$ cat src/hdl/bsp_pkg.sv
package bsp_pkg;
    // register byte addresses
    localparam logic [7:0] ADDR_CTRL1 = 8'h00;
    localparam logic [7:0] ADDR_CTRL2 = 8'h04;
    localparam logic [7:0] ADDR_STAT  = 8'h08;
    localparam logic [7:0] ADDR_BUF   = 8'h20;
    localparam logic [2:0] BUF_HI     = 3'h1;   // addr[7:5] of buffer window

    // serial_control_one fields
    localparam int C1_RUN    = 7;
    localparam int C1_ABORT  = 6;
    localparam int C1_MODE   = 3;
    localparam int C1_CLK    = 0;
    // serial_control_two fields
    localparam int C2_TAP    = 7;
    localparam int C2_WAIT   = 3;
    localparam int C2_CNT    = 0;
    // serial_status_reg fields
    localparam int ST_ACTIVE = 7;
    localparam int ST_SHIFT  = 6;

    localparam logic [7:0] CTRL1_RST = 8'h00;
    localparam logic [7:0] CTRL2_RST = 8'h00;

    // transfer_mode_select codes
    localparam logic [2:0] MODE_TX8  = 3'h0;
    localparam logic [2:0] MODE_TX4  = 3'h2;
    localparam logic [2:0] MODE_TRX8 = 3'h4;
    localparam logic [2:0] MODE_RX8  = 3'h5;
    localparam logic [2:0] MODE_RX4  = 3'h6;
    // clock select codes
    localparam logic [2:0] CLK_UNUSED = 3'h6;
    localparam logic [2:0] CLK_EXT    = 3'h7;

    // serial clock dividers, full period in source clocks
    localparam int DIV_0  = 8192;
    localparam int DIV_1  = 256;
    localparam int DIV_2  = 128;
    localparam int DIV_3  = 64;
    localparam int DIV_4  = 32;
    localparam int DIV_5  = 16;
    localparam int DIV_LF = 32;

    typedef enum logic [1:0] {BSP_IDLE, BSP_SHIFT, BSP_HOLD} bsp_state_e;
endpackage : bsp_pkg

$ cat src/hdl/bsp_top.sv
`timescale 1ns/100ps
`default_nettype none
//Behaviour
// - clock select 000-101 internal divider, 111 external pin, 110 unused
// - codes 001-101 divide by 256..16; 000 by 8192 or low clock by 32
// - internal clock drives sck pin out; pin high when transfer starts
// - transmitted data change on serial clock falling edge
// - received data sampled on serial clock rising edge
// - 4-bit mode uses low nibble, stores zero upper nibble; LSB first
// - one to eight words back to back, then completion interrupt
// - shift register reloads from buffer once current word is out
// - transmit completion interrupt after last word of the count
// - internal transmit waits with clock stopped until buffer written
// - a write to any buffer entry releases the transmit wait
// - clearing run finishes the current word, then ends, clears active
// - abort ends transfer at once and clears active flag
// - external transmit not stopped in time sends dummy word then ends
// - receive stores each word in next entry, interrupt when count full
// - internal receive waits with clock stopped until any buffer read
// - external receive with unread data drops new word and ends
// - clearing run in receive stores current word, then ends
// - changing transfer mode clears the buffer
// - mode codes 000,010,100,101,110; others reserved
// - word count 000-111 selects one to eight words from entry zero
// - buffer entries used in ascending order from lowest
// - status shows transfer active and shift active flags
module bsp_top (
    input  wire logic        mclk,
    input  wire logic        rst_n,
    input  wire logic        awvalid,
    output logic             awready,
    input  wire logic [7:0]  awaddr,
    input  wire logic        wvalid,
    output logic             wready,
    input  wire logic [31:0] wdata,
    input  wire logic [3:0]  wstrb,
    output logic             bvalid,
    input  wire logic        bready,
    output logic      [1:0]  bresp,
    input  wire logic        arvalid,
    output logic             arready,
    input  wire logic [7:0]  araddr,
    output logic             rvalid,
    input  wire logic        rready,
    output logic      [31:0] rdata,
    output logic      [1:0]  rresp,
    input  wire logic        sck_i,
    output logic             sck_o,
    output logic             sck_oe,
    input  wire logic        si,
    output logic             so,
    input  wire logic        lf_clk,
    output logic             transfer_done_irq
);
    logic [7:0]  ctl1_r, ctl2_r, aw_r, ar_r, wd_r, rx_sh_r, ext_dat;
    logic [6:0]  tx_sh_r;
    logic [2:0]  sy1_r, sy2_r, syd_r, idx_r, bit_r, nbit_m1;
    logic [12:0] div_r, half;
    logic [7:0]  mem_rd_a, mem_rd_b, mem_wd;
    logic        wst_r, abort_r, rph1_r, rph2_r, svc_r, last_r;
    logic        do_wr, eng_we, mem_clr, buf_acc, serviced, ext, use_lf, step;
    logic        tick, rise, fall, word_end, done, start, is_tx, is_rx, nib, ok_mode;
    bsp_pkg::bsp_state_e st_r;

    wire [2:0] mode = ctl1_r[bsp_pkg::C1_MODE +: 3];
    wire [2:0] csel = ctl1_r[bsp_pkg::C1_CLK +: 3];
    wire [2:0] wcnt = ctl2_r[bsp_pkg::C2_CNT +: 3];
    wire       run  = ctl1_r[bsp_pkg::C1_RUN];
    wire       si_s = sy2_r[0];

    // mode decode
    always_comb
    begin
        is_tx = (mode == bsp_pkg::MODE_TX8) || (mode == bsp_pkg::MODE_TX4)
             || (mode == bsp_pkg::MODE_TRX8);
        is_rx = (mode == bsp_pkg::MODE_RX8) || (mode == bsp_pkg::MODE_RX4)
             || (mode == bsp_pkg::MODE_TRX8);
        nib     = (mode == bsp_pkg::MODE_TX4) || (mode == bsp_pkg::MODE_RX4);
        ok_mode = is_tx || is_rx;
        nbit_m1 = nib ? 3'h3 : 3'h7;
        ext     = (csel == bsp_pkg::CLK_EXT);
    end

    // bus write side: address and data taken in either order
    always_ff @(posedge mclk or negedge rst_n)
    begin
        if (!rst_n)
        begin
            awready <= 1'b1;
            wready  <= 1'b1;
            bvalid  <= 1'b0;
            bresp   <= 2'h0;
            aw_r    <= 8'h00;
            wd_r    <= 8'h00;
            wst_r   <= 1'b0;
        end
        else
        begin
            if (awvalid && awready)
            begin
                awready <= 1'b0;
                aw_r    <= awaddr;
            end
            if (wvalid && wready)
            begin
                wready <= 1'b0;
                wd_r   <= wdata[7:0];
                wst_r  <= wstrb[0];
            end
            if (do_wr)
            begin
                bvalid <= 1'b1;
                bresp  <= (aw_r[7:5] == bsp_pkg::BUF_HI || aw_r == bsp_pkg::ADDR_CTRL1
                        || aw_r == bsp_pkg::ADDR_CTRL2) ? 2'h0 : 2'h2;
            end
            else if (bvalid && bready)
            begin
                bvalid  <= 1'b0;
                awready <= 1'b1;
                wready  <= 1'b1;
            end
        end
    end

    // a bus write yields to a receive store in the same cycle
    assign do_wr   = !awready && !wready && !bvalid && !eng_we;
    assign mem_clr = do_wr && wst_r && aw_r == bsp_pkg::ADDR_CTRL1
                  && wd_r[bsp_pkg::C1_MODE +: 3] != mode;
    assign buf_acc = (do_wr && aw_r[7:5] == bsp_pkg::BUF_HI)
                  || (rph2_r && ar_r[7:5] == bsp_pkg::BUF_HI);

    // control registers; abort bit self clears after one cycle
    always_ff @(posedge mclk or negedge rst_n)
    begin
        if (!rst_n)
        begin
            ctl1_r  <= bsp_pkg::CTRL1_RST;
            ctl2_r  <= bsp_pkg::CTRL2_RST;
            abort_r <= 1'b0;
        end
        else
        begin
            abort_r <= do_wr && wst_r && aw_r == bsp_pkg::ADDR_CTRL1
                    && wd_r[bsp_pkg::C1_ABORT];
            if (do_wr && wst_r && aw_r == bsp_pkg::ADDR_CTRL1)
                ctl1_r <= wd_r & ~(8'h01 << bsp_pkg::C1_ABORT);
            else if (word_end && last_r && ext)
                ctl1_r[bsp_pkg::C1_RUN] <= 1'b0;
            if (do_wr && wst_r && aw_r == bsp_pkg::ADDR_CTRL2)
                ctl2_r <= wd_r;
        end
    end

    // bus read side: two cycles from address to data
    always_ff @(posedge mclk or negedge rst_n)
    begin
        if (!rst_n)
        begin
            arready <= 1'b1;
            rvalid  <= 1'b0;
            rdata   <= 32'h0000_0000;
            rresp   <= 2'h0;
            ar_r    <= 8'h00;
            rph1_r  <= 1'b0;
            rph2_r  <= 1'b0;
        end
        else
        begin
            rph1_r <= arvalid && arready;
            rph2_r <= rph1_r;
            if (arvalid && arready)
            begin
                arready <= 1'b0;
                ar_r    <= araddr;
            end
            if (rph2_r)
            begin
                rvalid <= 1'b1;
                rresp  <= 2'h0;
                if (ar_r[7:5] == bsp_pkg::BUF_HI)
                    rdata <= {24'h00_0000, mem_rd_a};
                else if (ar_r == bsp_pkg::ADDR_STAT)
                    rdata <= {24'h00_0000, (st_r != bsp_pkg::BSP_IDLE),
                              (st_r == bsp_pkg::BSP_SHIFT), 6'h00};
                else
                begin
                    rdata <= 32'h0000_0000;
                    if (ar_r != bsp_pkg::ADDR_CTRL1 && ar_r != bsp_pkg::ADDR_CTRL2)
                        rresp <= 2'h2;
                end
            end
            else if (rvalid && rready)
            begin
                rvalid  <= 1'b0;
                arready <= 1'b1;
            end
        end
    end

    // pin synchronisers: bit0 si, bit1 sck, bit2 low clock
    always_ff @(posedge mclk or negedge rst_n)
    begin
        if (!rst_n)
        begin
            sy1_r <= 3'h2;
            sy2_r <= 3'h2;
            syd_r <= 3'h2;
        end
        else
        begin
            sy1_r <= {lf_clk, sck_i, si};
            sy2_r <= sy1_r;
            syd_r <= sy2_r;
        end
    end

    // internal rate select, half period counts
    always_comb
    begin
        use_lf = (csel == 3'h0) && ctl2_r[bsp_pkg::C2_TAP];
        case (csel)
            3'h0:    half = use_lf ? 13'(bsp_pkg::DIV_LF / 2) : 13'(bsp_pkg::DIV_0 / 2);
            3'h1:    half = 13'(bsp_pkg::DIV_1 / 2);
            3'h2:    half = 13'(bsp_pkg::DIV_2 / 2);
            3'h3:    half = 13'(bsp_pkg::DIV_3 / 2);
            3'h4:    half = 13'(bsp_pkg::DIV_4 / 2);
            3'h5:    half = 13'(bsp_pkg::DIV_5 / 2);
            default: half = 13'h1000;
        endcase
        step = use_lf ? (sy2_r[2] && !syd_r[2]) : 1'b1;
    end

    // divider runs only while shifting, held at zero during automatic wait
    always_ff @(posedge mclk or negedge rst_n)
    begin
        if (!rst_n)
            div_r <= 13'h0000;
        else if (st_r != bsp_pkg::BSP_SHIFT || ext)
            div_r <= 13'h0000;
        else if (step)
            div_r <= (div_r >= half - 13'h0001) ? 13'h0000 : div_r + 13'h0001;
    end

    // serial clock edges from divider or synchronised pin
    always_comb
    begin
        tick = (st_r == bsp_pkg::BSP_SHIFT) && !ext && step
            && (div_r >= half - 13'h0001);
        if (ext)
        begin
            rise = (st_r == bsp_pkg::BSP_SHIFT) && sy2_r[1] && !syd_r[1];
            fall = (st_r == bsp_pkg::BSP_SHIFT) && !sy2_r[1] && syd_r[1];
        end
        else
        begin
            rise = tick && !sck_o;
            fall = tick && sck_o;
        end
        word_end = rise && (bit_r == nbit_m1);
        done     = word_end && (idx_r == wcnt);
        start    = (st_r == bsp_pkg::BSP_IDLE) && run && ok_mode && !abort_r
                && (csel != bsp_pkg::CLK_UNUSED);
        serviced = svc_r || buf_acc;
        ext_dat  = nib ? {4'h0, si_s, rx_sh_r[7:5]} : {si_s, rx_sh_r[7:1]};
    end

    assign eng_we = word_end && is_rx && !(last_r && ext);
    assign mem_wd = ext_dat;

    // transfer sequencer
    always_ff @(posedge mclk or negedge rst_n)
    begin
        if (!rst_n)
            st_r <= bsp_pkg::BSP_IDLE;
        else
        begin
            case (st_r)
                bsp_pkg::BSP_IDLE:
                    if (start)
                        st_r <= bsp_pkg::BSP_SHIFT;
                bsp_pkg::BSP_SHIFT:
                    if (abort_r)
                        st_r <= bsp_pkg::BSP_IDLE;
                    else if (word_end && last_r && ext)
                        st_r <= bsp_pkg::BSP_IDLE;
                    else if (word_end && !run)
                        st_r <= bsp_pkg::BSP_IDLE;
                    else if (done && !serviced && !ext)
                        st_r <= bsp_pkg::BSP_HOLD;
                bsp_pkg::BSP_HOLD:
                    if (abort_r || !run)
                        st_r <= bsp_pkg::BSP_IDLE;
                    else if (buf_acc)
                        st_r <= bsp_pkg::BSP_SHIFT;
                default:
                    st_r <= bsp_pkg::BSP_IDLE;
            endcase
        end
    end

    // service and last-word flags; an access in the clearing cycle wins
    always_ff @(posedge mclk or negedge rst_n)
    begin
        if (!rst_n)
        begin
            svc_r  <= 1'b0;
            last_r <= 1'b0;
        end
        else
        begin
            svc_r <= (buf_acc && st_r != bsp_pkg::BSP_HOLD)
                  || (svc_r && !done && !start && st_r != bsp_pkg::BSP_HOLD);
            if (start)
                last_r <= 1'b0;
            else if (done && !serviced && ext)
                last_r <= 1'b1;
        end
    end

    // word and bit counters, ascending buffer entries
    always_ff @(posedge mclk or negedge rst_n)
    begin
        if (!rst_n)
        begin
            idx_r <= 3'h0;
            bit_r <= 3'h0;
        end
        else if (start)
        begin
            idx_r <= 3'h0;
            bit_r <= 3'h0;
        end
        else if (rise)
        begin
            bit_r <= word_end ? 3'h0 : bit_r + 3'h1;
            if (word_end)
                idx_r <= done ? 3'h0 : idx_r + 3'h1;
        end
    end

    // shifting, LSB first; reload at start of each word
    always_ff @(posedge mclk or negedge rst_n)
    begin
        if (!rst_n)
        begin
            so      <= 1'b1;
            tx_sh_r <= 7'h00;
            rx_sh_r <= 8'h00;
        end
        else
        begin
            if (fall && is_tx)
            begin
                if (bit_r == 3'h0)
                begin
                    so      <= mem_rd_b[0];
                    tx_sh_r <= mem_rd_b[7:1];
                end
                else
                begin
                    so      <= tx_sh_r[0];
                    tx_sh_r <= {1'b0, tx_sh_r[6:1]};
                end
            end
            if (rise && is_rx)
                rx_sh_r <= {si_s, rx_sh_r[7:1]};
        end
    end

    // serial clock pin, interrupt pulse
    always_ff @(posedge mclk or negedge rst_n)
    begin
        if (!rst_n)
        begin
            sck_o             <= 1'b1;
            sck_oe            <= 1'b0;
            transfer_done_irq <= 1'b0;
        end
        else
        begin
            sck_oe <= !ext && (csel != bsp_pkg::CLK_UNUSED);
            if (st_r == bsp_pkg::BSP_IDLE)
                sck_o <= 1'b1;
            else if (tick)
                sck_o <= !sck_o;
            transfer_done_irq <= done && !(last_r && ext);
        end
    end

    bsp_buf_mem u_mem (
        .mclk    (mclk),
        .rst_n   (rst_n),
        .clr     (mem_clr),
        .we      (eng_we || do_wr && wst_r && aw_r[7:5] == bsp_pkg::BUF_HI),
        .waddr   (eng_we ? idx_r : aw_r[4:2]),
        .wdata   (eng_we ? mem_wd : wd_r),
        .raddr_a (ar_r[4:2]),
        .raddr_b (idx_r),
        .rdata_a (mem_rd_a),
        .rdata_b (mem_rd_b)
    );
endmodule : bsp_top
`default_nettype wire

$ cat src/hdl/bsp_buf_mem.sv
`timescale 1ns/100ps
`default_nettype none
// eight byte data_buffer, two registered read ports, clear on mode change
module bsp_buf_mem (
    input  wire logic       mclk,
    input  wire logic       rst_n,
    input  wire logic       clr,
    input  wire logic       we,
    input  wire logic [2:0] waddr,
    input  wire logic [7:0] wdata,
    input  wire logic [2:0] raddr_a,
    input  wire logic [2:0] raddr_b,
    output logic      [7:0] rdata_a,
    output logic      [7:0] rdata_b
);
    logic [7:0] mem_r [0:7];

    // storage; clear wins over write
    always_ff @(posedge mclk or negedge rst_n)
    begin
        if (!rst_n)
        begin
            for (int i = 0; i < 8; i++)
                mem_r[i] <= 8'h00;
        end
        else if (clr)
        begin
            for (int i = 0; i < 8; i++)
                mem_r[i] <= 8'h00;
        end
        else if (we)
            mem_r[waddr] <= wdata;
    end

    // registered read ports
    always_ff @(posedge mclk or negedge rst_n)
    begin
        if (!rst_n)
        begin
            rdata_a <= 8'h00;
            rdata_b <= 8'h00;
        end
        else
        begin
            rdata_a <= mem_r[raddr_a];
            rdata_b <= mem_r[raddr_b];
        end
    end
endmodule : bsp_buf_mem
`default_nettype wire

$ cat config.mk
export PLATFORM = sky130hd
export DESIGN_NAME = bsp_top
export DESIGN_NICKNAME = d
export VERILOG_FILES = /design/src/hdl/bsp_pkg.sv /design/src/hdl/bsp_top.sv /design/src/hdl/bsp_buf_mem.sv
export SDC_FILE = /design/constraint.sdc
export NUM_CORES = 1
export LEC_CHECK = 0
export BUFFER_PORTS_ARGS = -buffer_cell sky130_fd_sc_hd__buf_2
export CAP_MARGIN = 20
export CELL_PAD_IN_SITES_DETAIL_PLACEMENT = 1
export CELL_PAD_IN_SITES_GLOBAL_PLACEMENT = 1
export CORE_UTILIZATION = 42
export CTS_CLUSTER_SIZE = 14
export DETAILED_ROUTE_END_ITERATION = 10
export PLACE_DENSITY = 0.85
export SYNTH_ARGS = -nofsm -noshare
export SYNTH_HDL_FRONTEND = slang
export SYNTH_HIERARCHICAL = 1
export SYNTH_SLANG_ARGS = --single-unit
$ cat constraint.sdc
create_clock -name mclk -period 4.35 [get_ports mclk]
set_clock_uncertainty 0.15 [all_clocks]
set_input_delay 0.6525 -clock mclk [delete_from_list [all_inputs] [get_ports mclk]]
set_output_delay 0.6525 -clock mclk [all_outputs]
set_load 0.01 [all_outputs]
==> impl_metrics.csv, run 1 <==
group,metric,value,unit
run_status,status,"finished, violations left",
run_status,failed_checks,"design-rule violations, negative setup slack",
global_routing,grt_overflow,0,
place,dpl_cell_area,10120,um2
pwr,pwr-share-seq,43.1,%
hold_path,hold_class,"input pin to async pin",
layout,layout_commonest_cell,"dfrtp_1",
clock_network,path_clk_slew,0.07,ns
layout,diodes,0,
pwr,power.density,576.3,nW/um2
pwr,p_int,4.067,mW
yosys,yosys.area.top_type,"dfrtp_1",
critical_path,reg2reg_depth,17,
global_routing,grt_pass1_vias,7817,
layout,synthToLayoutAreaGrowth,17.13,%
place,hpwl,16820,um
timing,slew_headroom,25.47,%
clock_network,clk_latency,0.44,ns
layout,drive_gt1_share,26.18,%
yosys,syn_inst,858,
die,die_h,152.3,um
clock_network,cts_buffers,17,
route,postRouteAntennaNets,0,
layout,fillCellCount,2315,
timing,timing.final.setup_violations,2,
timing,rsz0062_at_grt,"true",
clock_network,cts-root-buf,"clkbuf_16",
die,core,21960,um2
timing,tightest_slew,1.118,ns
route,vias,7566,
die,ios,107,
pwr,switching_share,36.45,%
yosys,ys_ff_latch,183,
global_routing,antenna_found_initial,2,
yosys,yosys-top-cells-area,"dfrtp_1 46%, mux4_1 8.0%, mux2_2 6.9%, nand2_1 5.5%, mux2i_1 3.9%",
route,wire_per_inst,24.73,um
yosys,ys.warnings.count,6,
timing,finalHoldViolations,0,
critical_path,rr_startpoint,"ctl1_r[1]",
timing,finalMaxSlewViolations,0,
route,drt-pass1-iter-count,9,
critical_path,arrival,4.59,ns
yosys,async_flop_share,100.0,%
timing,hold_ws,0.1330,ns
yosys,synth_top_cell_area_share,46.19,%
yosys,yosysSeqAreaShare,48.40,%
clock_network,htree_levels,4,
critical_path,start_kind,"register",
timing,clock.fmax,225.6,MHz
yosys,synth_edf_count,0,
clock_network,ctsLongestPathBuffers,2,
critical_path,critPathMaxFanout,5,
layout,final_nets,1020,
place,place.gp.congestion,0.8478,
critical_path,r2r_slack,-0.08,ns
clock_network,hold_buffers,0,
clock_network,cts_tree,"done",
die,dieArea,23180,um2
die,num_rows,54,
die,die_w,152.3,um
critical_path,cp.required,4.51,ns
route,drtIter0Drc,721,
yosys,syn_area,9482,um2
pwr,p_comb_share,30.9,%
route,drc_errors,7,
pwr,p_clk_share,26.0,%
clock_network,clkSinkCount,183,
critical_path,r2r-end,"u_mem/mem_r[47]",
yosys,syn_area_per_cell,11.05,um2
global_routing,track_usage,25.26,%
yosys,synth_cell_types,62,
die,initial_core_util,43.18,%
layout,final_cell_area,11110,um2
timing,setup_ws,-0.08294,ns
global_routing,grt_first_pass_wirelength,45000,um
timing,layout_min_cycle_time,4.433,ns
critical_path,cp-end-kind,"register",
flow_run,maxCapViolCount,0,
layout,layout_common_cells,"174 x dfrtp_1, 139 x nand2_1, 55 x mux2_2",
route,drt-total-wl,30540,um
yosys,synthFlopType,"dfrtp_1",
pwr,peakVddDrop,247.4,uV
pwr,p_sw,2.332,mW
timing,fin_crit_sh,101.9,%
place,io_buffers,53,
pwr,p_leak,5.228,nW
route,viasPerCell,6.126,
critical_path,worstSetupPathType,"register to register",
global_routing,grt_max_degree,87,
-- sequential cells by signal, indices dropped and copies added (netlist names), 4 cells and up --
name / flops
div_r: 13
wd_r: 8
u_mem/mem_r: 64
ctl1_r: 7
ar_r: 8
u_mem/rdata_a: 8
rx_sh_r: 7
ctl2_r: 4
tx_sh_r: 7
rdata: 8
u_mem/rdata_b: 8
aw_r: 8
-- area by class of cell --
cell class	count	area, um2	area share [%]
flip-flops and latches	183	4591	41.34
clock inverters	12	162.7	1.465
well taps	280	350.3	3.155
multi-input cells	597	4587	41.30
clock buffers	20	456.7	4.112
repair buffers	115	853.3	7.684
inverters	28	105.1	0.9464
-- through the flow --
step | setup TNS [ns] | worst slack, ns | instances | utilization [%] | total power, mW
after floorplan | 0 | 0.02049 | 883 | - | 3.775
after global routing | -3.290 | -0.1548 | 1235 | 50.58 | 6.639
after detailed placement | 0 | 0.07906 | 1182 | 46.10 | 4.416
final | -0.08397 | -0.08294 | 1235 | 50.58 | 6.400
after global placement | 0 | 0.1863 | 1182 | 46.10 | 4.247
after CTS | 0 | 0.005083 | 1218 | 49.33 | 6.229
-- how the worst max path moves through the flow --
stage,startpoint,to,slack (ns)
6_report,ctl1_r[1],u_mem/mem_r[47],-0.08
3_5_place_dp,ctl1_r[2],u_mem/mem_r[48],0.08
3_3_place_gp,ctl1_r[1],u_mem/mem_r[59],0.19
4_1_cts,ctl1_r[0],u_mem/mem_r[51],0.005
2_1_floorplan,ctl1_r[0],u_mem/mem_r[24],0.02
5_1_grt,ctl1_r[1],u_mem/mem_r[47],-0.15
-- layer usage --
layer,vias up,track usage (%),wire [um]
li1,3171,-,-
met1,3882,30.52,12060
met2,394,43.71,15220
met3,117,6.086,2049
met4,2,9.475,1190
met5,-,0,13
-- Yosys cell counts, drive strengths merged, types with 9 or more instances --
cell / count
a21oi: 57
buf: 47
clkbuf: 28
dfrtp: 175
ha: 16
inv: 28
mux2: 63
mux2i: 37
mux4: 32
nand2: 140
nand3: 11
nand4: 9
nor2: 47
o21ai: 53
o22ai: 11
-- critical path, stage by stage, from the launching register on --
cell and delay, ns:
dfrtp_1 0.41, buf_4 0.17, nor2_2 0.17, o21ai_2 0.11
ha_4 0.17, a21boi_2 0.16, ha_1 0.33, ha_4 0.28
nand4_1 0.08, nor2_2 0.17, a221oi_4 0.10, a2111oi_4 0.45
o21bai_4 0.16, mux2_4 0.38, nor4bb_4 0.39, buf_6 0.19
mux2i_1 0.31, nor2_1 0.11
-- kinds of logic (layout without fill, tap and decap cells) --
family                     count (synthesis)  count (layout)  share of synthesized area, %
and+or+nand+nor                          269             269                         13.53
AOI/OAI and AO/OA                        144             144                         9.000
DFF                                      183             183                         48.40
other                                      2              27                       0.07921
muxes                                    132             132                         20.30
xor gates and xnor gates                   9               9                        0.8314
buffers and inverters                    103             175                         5.753
adders and majority gates                 16              16                         2.111
-- power groups by stage --
stage	clock network, mW	registers [mW]	logic, mW
CTS	1.69	2.72	1.83
global placement	0	2.66	1.59
global route	1.74	2.80	2.10
floorplan	0	2.48	1.29
finish	1.67	2.76	1.98
detailed placement	0	2.71	1.70
-- what timing repair did --
item,CTS,global route
gates cloned,0,3
buffers inserted,4,14
endpoints found under the setup margin,24,75
gates resized for setup,10,22
pin swaps,3,10
endpoints found under the hold margin,0,0
Power figures use the tool's default switching activity.
==> inputs of run 2 (changes only) <==
--- a/config.mk
+++ b/config.mk
@@ -15,5 +15,4 @@
 export PLACE_DENSITY = 0.85
 export SYNTH_ARGS = -nofsm -noshare
 export SYNTH_HDL_FRONTEND = slang
-export SYNTH_HIERARCHICAL = 1
 export SYNTH_SLANG_ARGS = --single-unit
==> impl_metrics.csv, run 2 <==
group,metric,value,unit
run_status,status,"complete, no violations",
clock_network,htree_levels,4,
yosys,synth_edf_count,0,
route,drc_errors,0,
layout,largestRegisters,"u_mem.mem_r x64, div_r x13",
layout,final_nets,997,
yosys,yosysSeqAreaShare,48.80,%
yosys,synth_top_cell_area_share,46.57,%
yosys,synth_most_common_cell,"dfrtp_1",
critical_path,r2r_slack,0.18,ns
yosys,ys.warnings.count,0,
yosys,syn_area,9404,um2
die,die_w,151.6,um
clock_network,hold_buffers,0,
route,drt-total-wl,26780,um
layout,layout_commonest_cell,"dfrtp_1",
route,drtIter0Drc,564,
layout,drive_gt1_share,26.82,%
hold_path,hold_class,"input pin to async pin",
critical_path,start_kind,"register",
timing,hold_ws,0.05547,ns
place,io_buffers,53,
yosys,synth_common_cells,"175 x dfrtp_1, 136 x nand2_1, 66 x o22ai_1",
route,wire_per_inst,22.09,um
global_routing,grt_pass1_vias,7600,
yosys,ys_ff_latch,183,
yosys,syn_area_per_cell,10.88,um2
route,postRouteAntennaNets,0,
yosys,async_flop_share,100.0,%
timing,setup-tns-final,0,ns
pwr,peakVddDrop,323.9,uV
timing,finalMaxSlewViolations,0,
clock_network,cts-root-buf,"clkbuf_16",
yosys,yosys-top-cells-area,"dfrtp_1 47%, mux4_2 7.7%, mux2_2 5.7%, nand2_1 5.4%, o22ai_1 4.4%",
clock_network,path_clk_slew,0.08,ns
layout,fillCellCount,2415,
flow_run,maxCapViolCount,0,
timing,layout_min_cycle_time,4.174,ns
layout,final_util,48.53,%
die,ios,107,
die,initial_core_util,42.96,%
layout,top_register,"u_mem.mem_r",
timing,timing.final.setup_violations,0,
place,place.gp.congestion,0.7829,
yosys,synth_cell_types,64,
die,die_h,151.6,um
pwr,p_leak,4.685,nW
pwr,power.density,586.9,nW/um2
clock_network,cts_tree,"done",
timing,slew_headroom,37.98,%
global_routing,grt_max_degree,77,
clock_network,clkSinkCount,183,
clock_network,cts_buffers,17,
global_routing,grt_overflow,0,
route,vias,7306,
layout,largest_reg_flops,64,
yosys,yosys.area.top_type,"dfrtp_1",
global_routing,grt_first_pass_wirelength,42500,um
global_routing,antenna_found_initial,0,
timing,clock.fmax,239.6,MHz
timing,setup_ws,0.1757,ns
layout,layout_common_cells,"175 x dfrtp_1, 136 x nand2_1, 65 x o22ai_1",
timing,rsz0062_at_grt,"false",
critical_path,worstSetupPathType,"register to register",
route,viasPerCell,6.028,
timing,finalHoldViolations,0,
die,dieArea,22990,um2
yosys,synthFlopType,"dfrtp_1",
die,core,21890,um2
layout,synthToLayoutAreaGrowth,12.97,%
die,num_rows,54,
timing,fin_crit_sh,95.96,%
pwr,power,6.235,mW
clock_network,clk_latency,0.44,ns
place,pre_cts_ws,-0.1077,ns
critical_path,cp-end-kind,"register",
critical_path,cp.required,4.49,ns
place,hpwl,18220,um
clock_network,ctsLongestPathBuffers,2,
route,drt-pass1-iter-count,5,
critical_path,arrival,4.31,ns
layout,diodes,0,
global_routing,track_usage,24.38,%
yosys,syn_inst,864,
timing,tightest_slew,0.9303,ns
critical_path,critPathMaxFanout,18,
run 2: metal layers:
layer	track usage, %	wire (um)	share of wire [%]	up-vias
met5	0	0	0	-
met4	7.129	598	2.2	0
met3	4.072	1505	5.6	60
met2	41.37	13510	50	262
met1	32.04	11160	42	3783
li1	-	-	-	3201
run 2: timing repair:
item	4_1_cts	5_1_grt
cloned	0	0
buffers inserted	0	3
setup endpoints to repair	38	71
resized for setup	6	20
pin swaps	0	2
endpoints found under the hold margin	0	0
run 2: through the flow:
stage          instance area [um2]  std cells
2_1_floorplan                 9498        889
5_1_grt                      10620       1212
3_3_place_gp                  9886       1175
4_1_cts                      10510       1208
6_report                     10620       1212
3_5_place_dp                  9913       1176
run 2: kinds of logic (layout without fill, tap and decap cells):
family                     count (synthesis)  count (layout)  share of synthesized area [%]
AOI/OAI and AO/OA                        197             197                          13.82
xor gates and xnor gates                   8               8                         0.7451
adders and majority gates                 16              16                          2.129
buffers and inverters                    101             144                          5.868
DFF                                      183             183                          48.80
muxes                                     95              95                          15.06
other                                      2              27                        0.07986
and+or+nand+nor                          262             262                          13.49
run 2: critical path, cell delays in order, from the launching register on:
cell	delay (ns)
dfrtp_1	0.41
buf_4	0.17
o21ai_0	0.19
ha_2	0.24
a21boi_1	0.23
ha_1	0.18
inv_1	0.04
ha_1	0.30
a21oi_1	0.14
nand2_1	0.08
a221oi_2	0.34
buf_4	0.20
o211ai_1	0.20
buf_6	0.25
a2111o_1	0.45
a21oi_4	0.31
o22ai_1	0.14
run 2: where the power goes:
group	internal [mW]	switching (mW)	leakage, nW	total (mW)
combinational	0.952	0.991	2.28	1.94
sequential	2.24	0.564	2.14	2.80
clock	0.755	0.735	0.267	1.49
run 2: layout make-up:
type | count | area [um2] | share of cell area (%)
multi-input cells | 605 | 4472 | 42.09
flip-flops and latches | 183 | 4589 | 43.20
well taps | 280 | 350.3 | 3.298
inverters | 30 | 112.6 | 1.060
clock buffers | 17 | 425.4 | 4.004
clock inverters | 15 | 136.4 | 1.284
repair buffers | 82 | 538.0 | 5.064
run 2: path summary, 6_finish.rpt:
check                           from              end  depth (start not counted)
min in group mclk              sck_i         sy1_r[1]                          1
hold / removal                 rst_n          ar_r[7]                          1
setup / recovery           ctl1_r[2]  u_mem.mem_r[38]                         16
max in group asynchronous      rst_n       tx_sh_r[3]                          2
setup reg to reg           ctl1_r[2]  u_mem.mem_r[38]                         16
hold reg to reg             sy1_r[0]         sy2_r[0]                          0
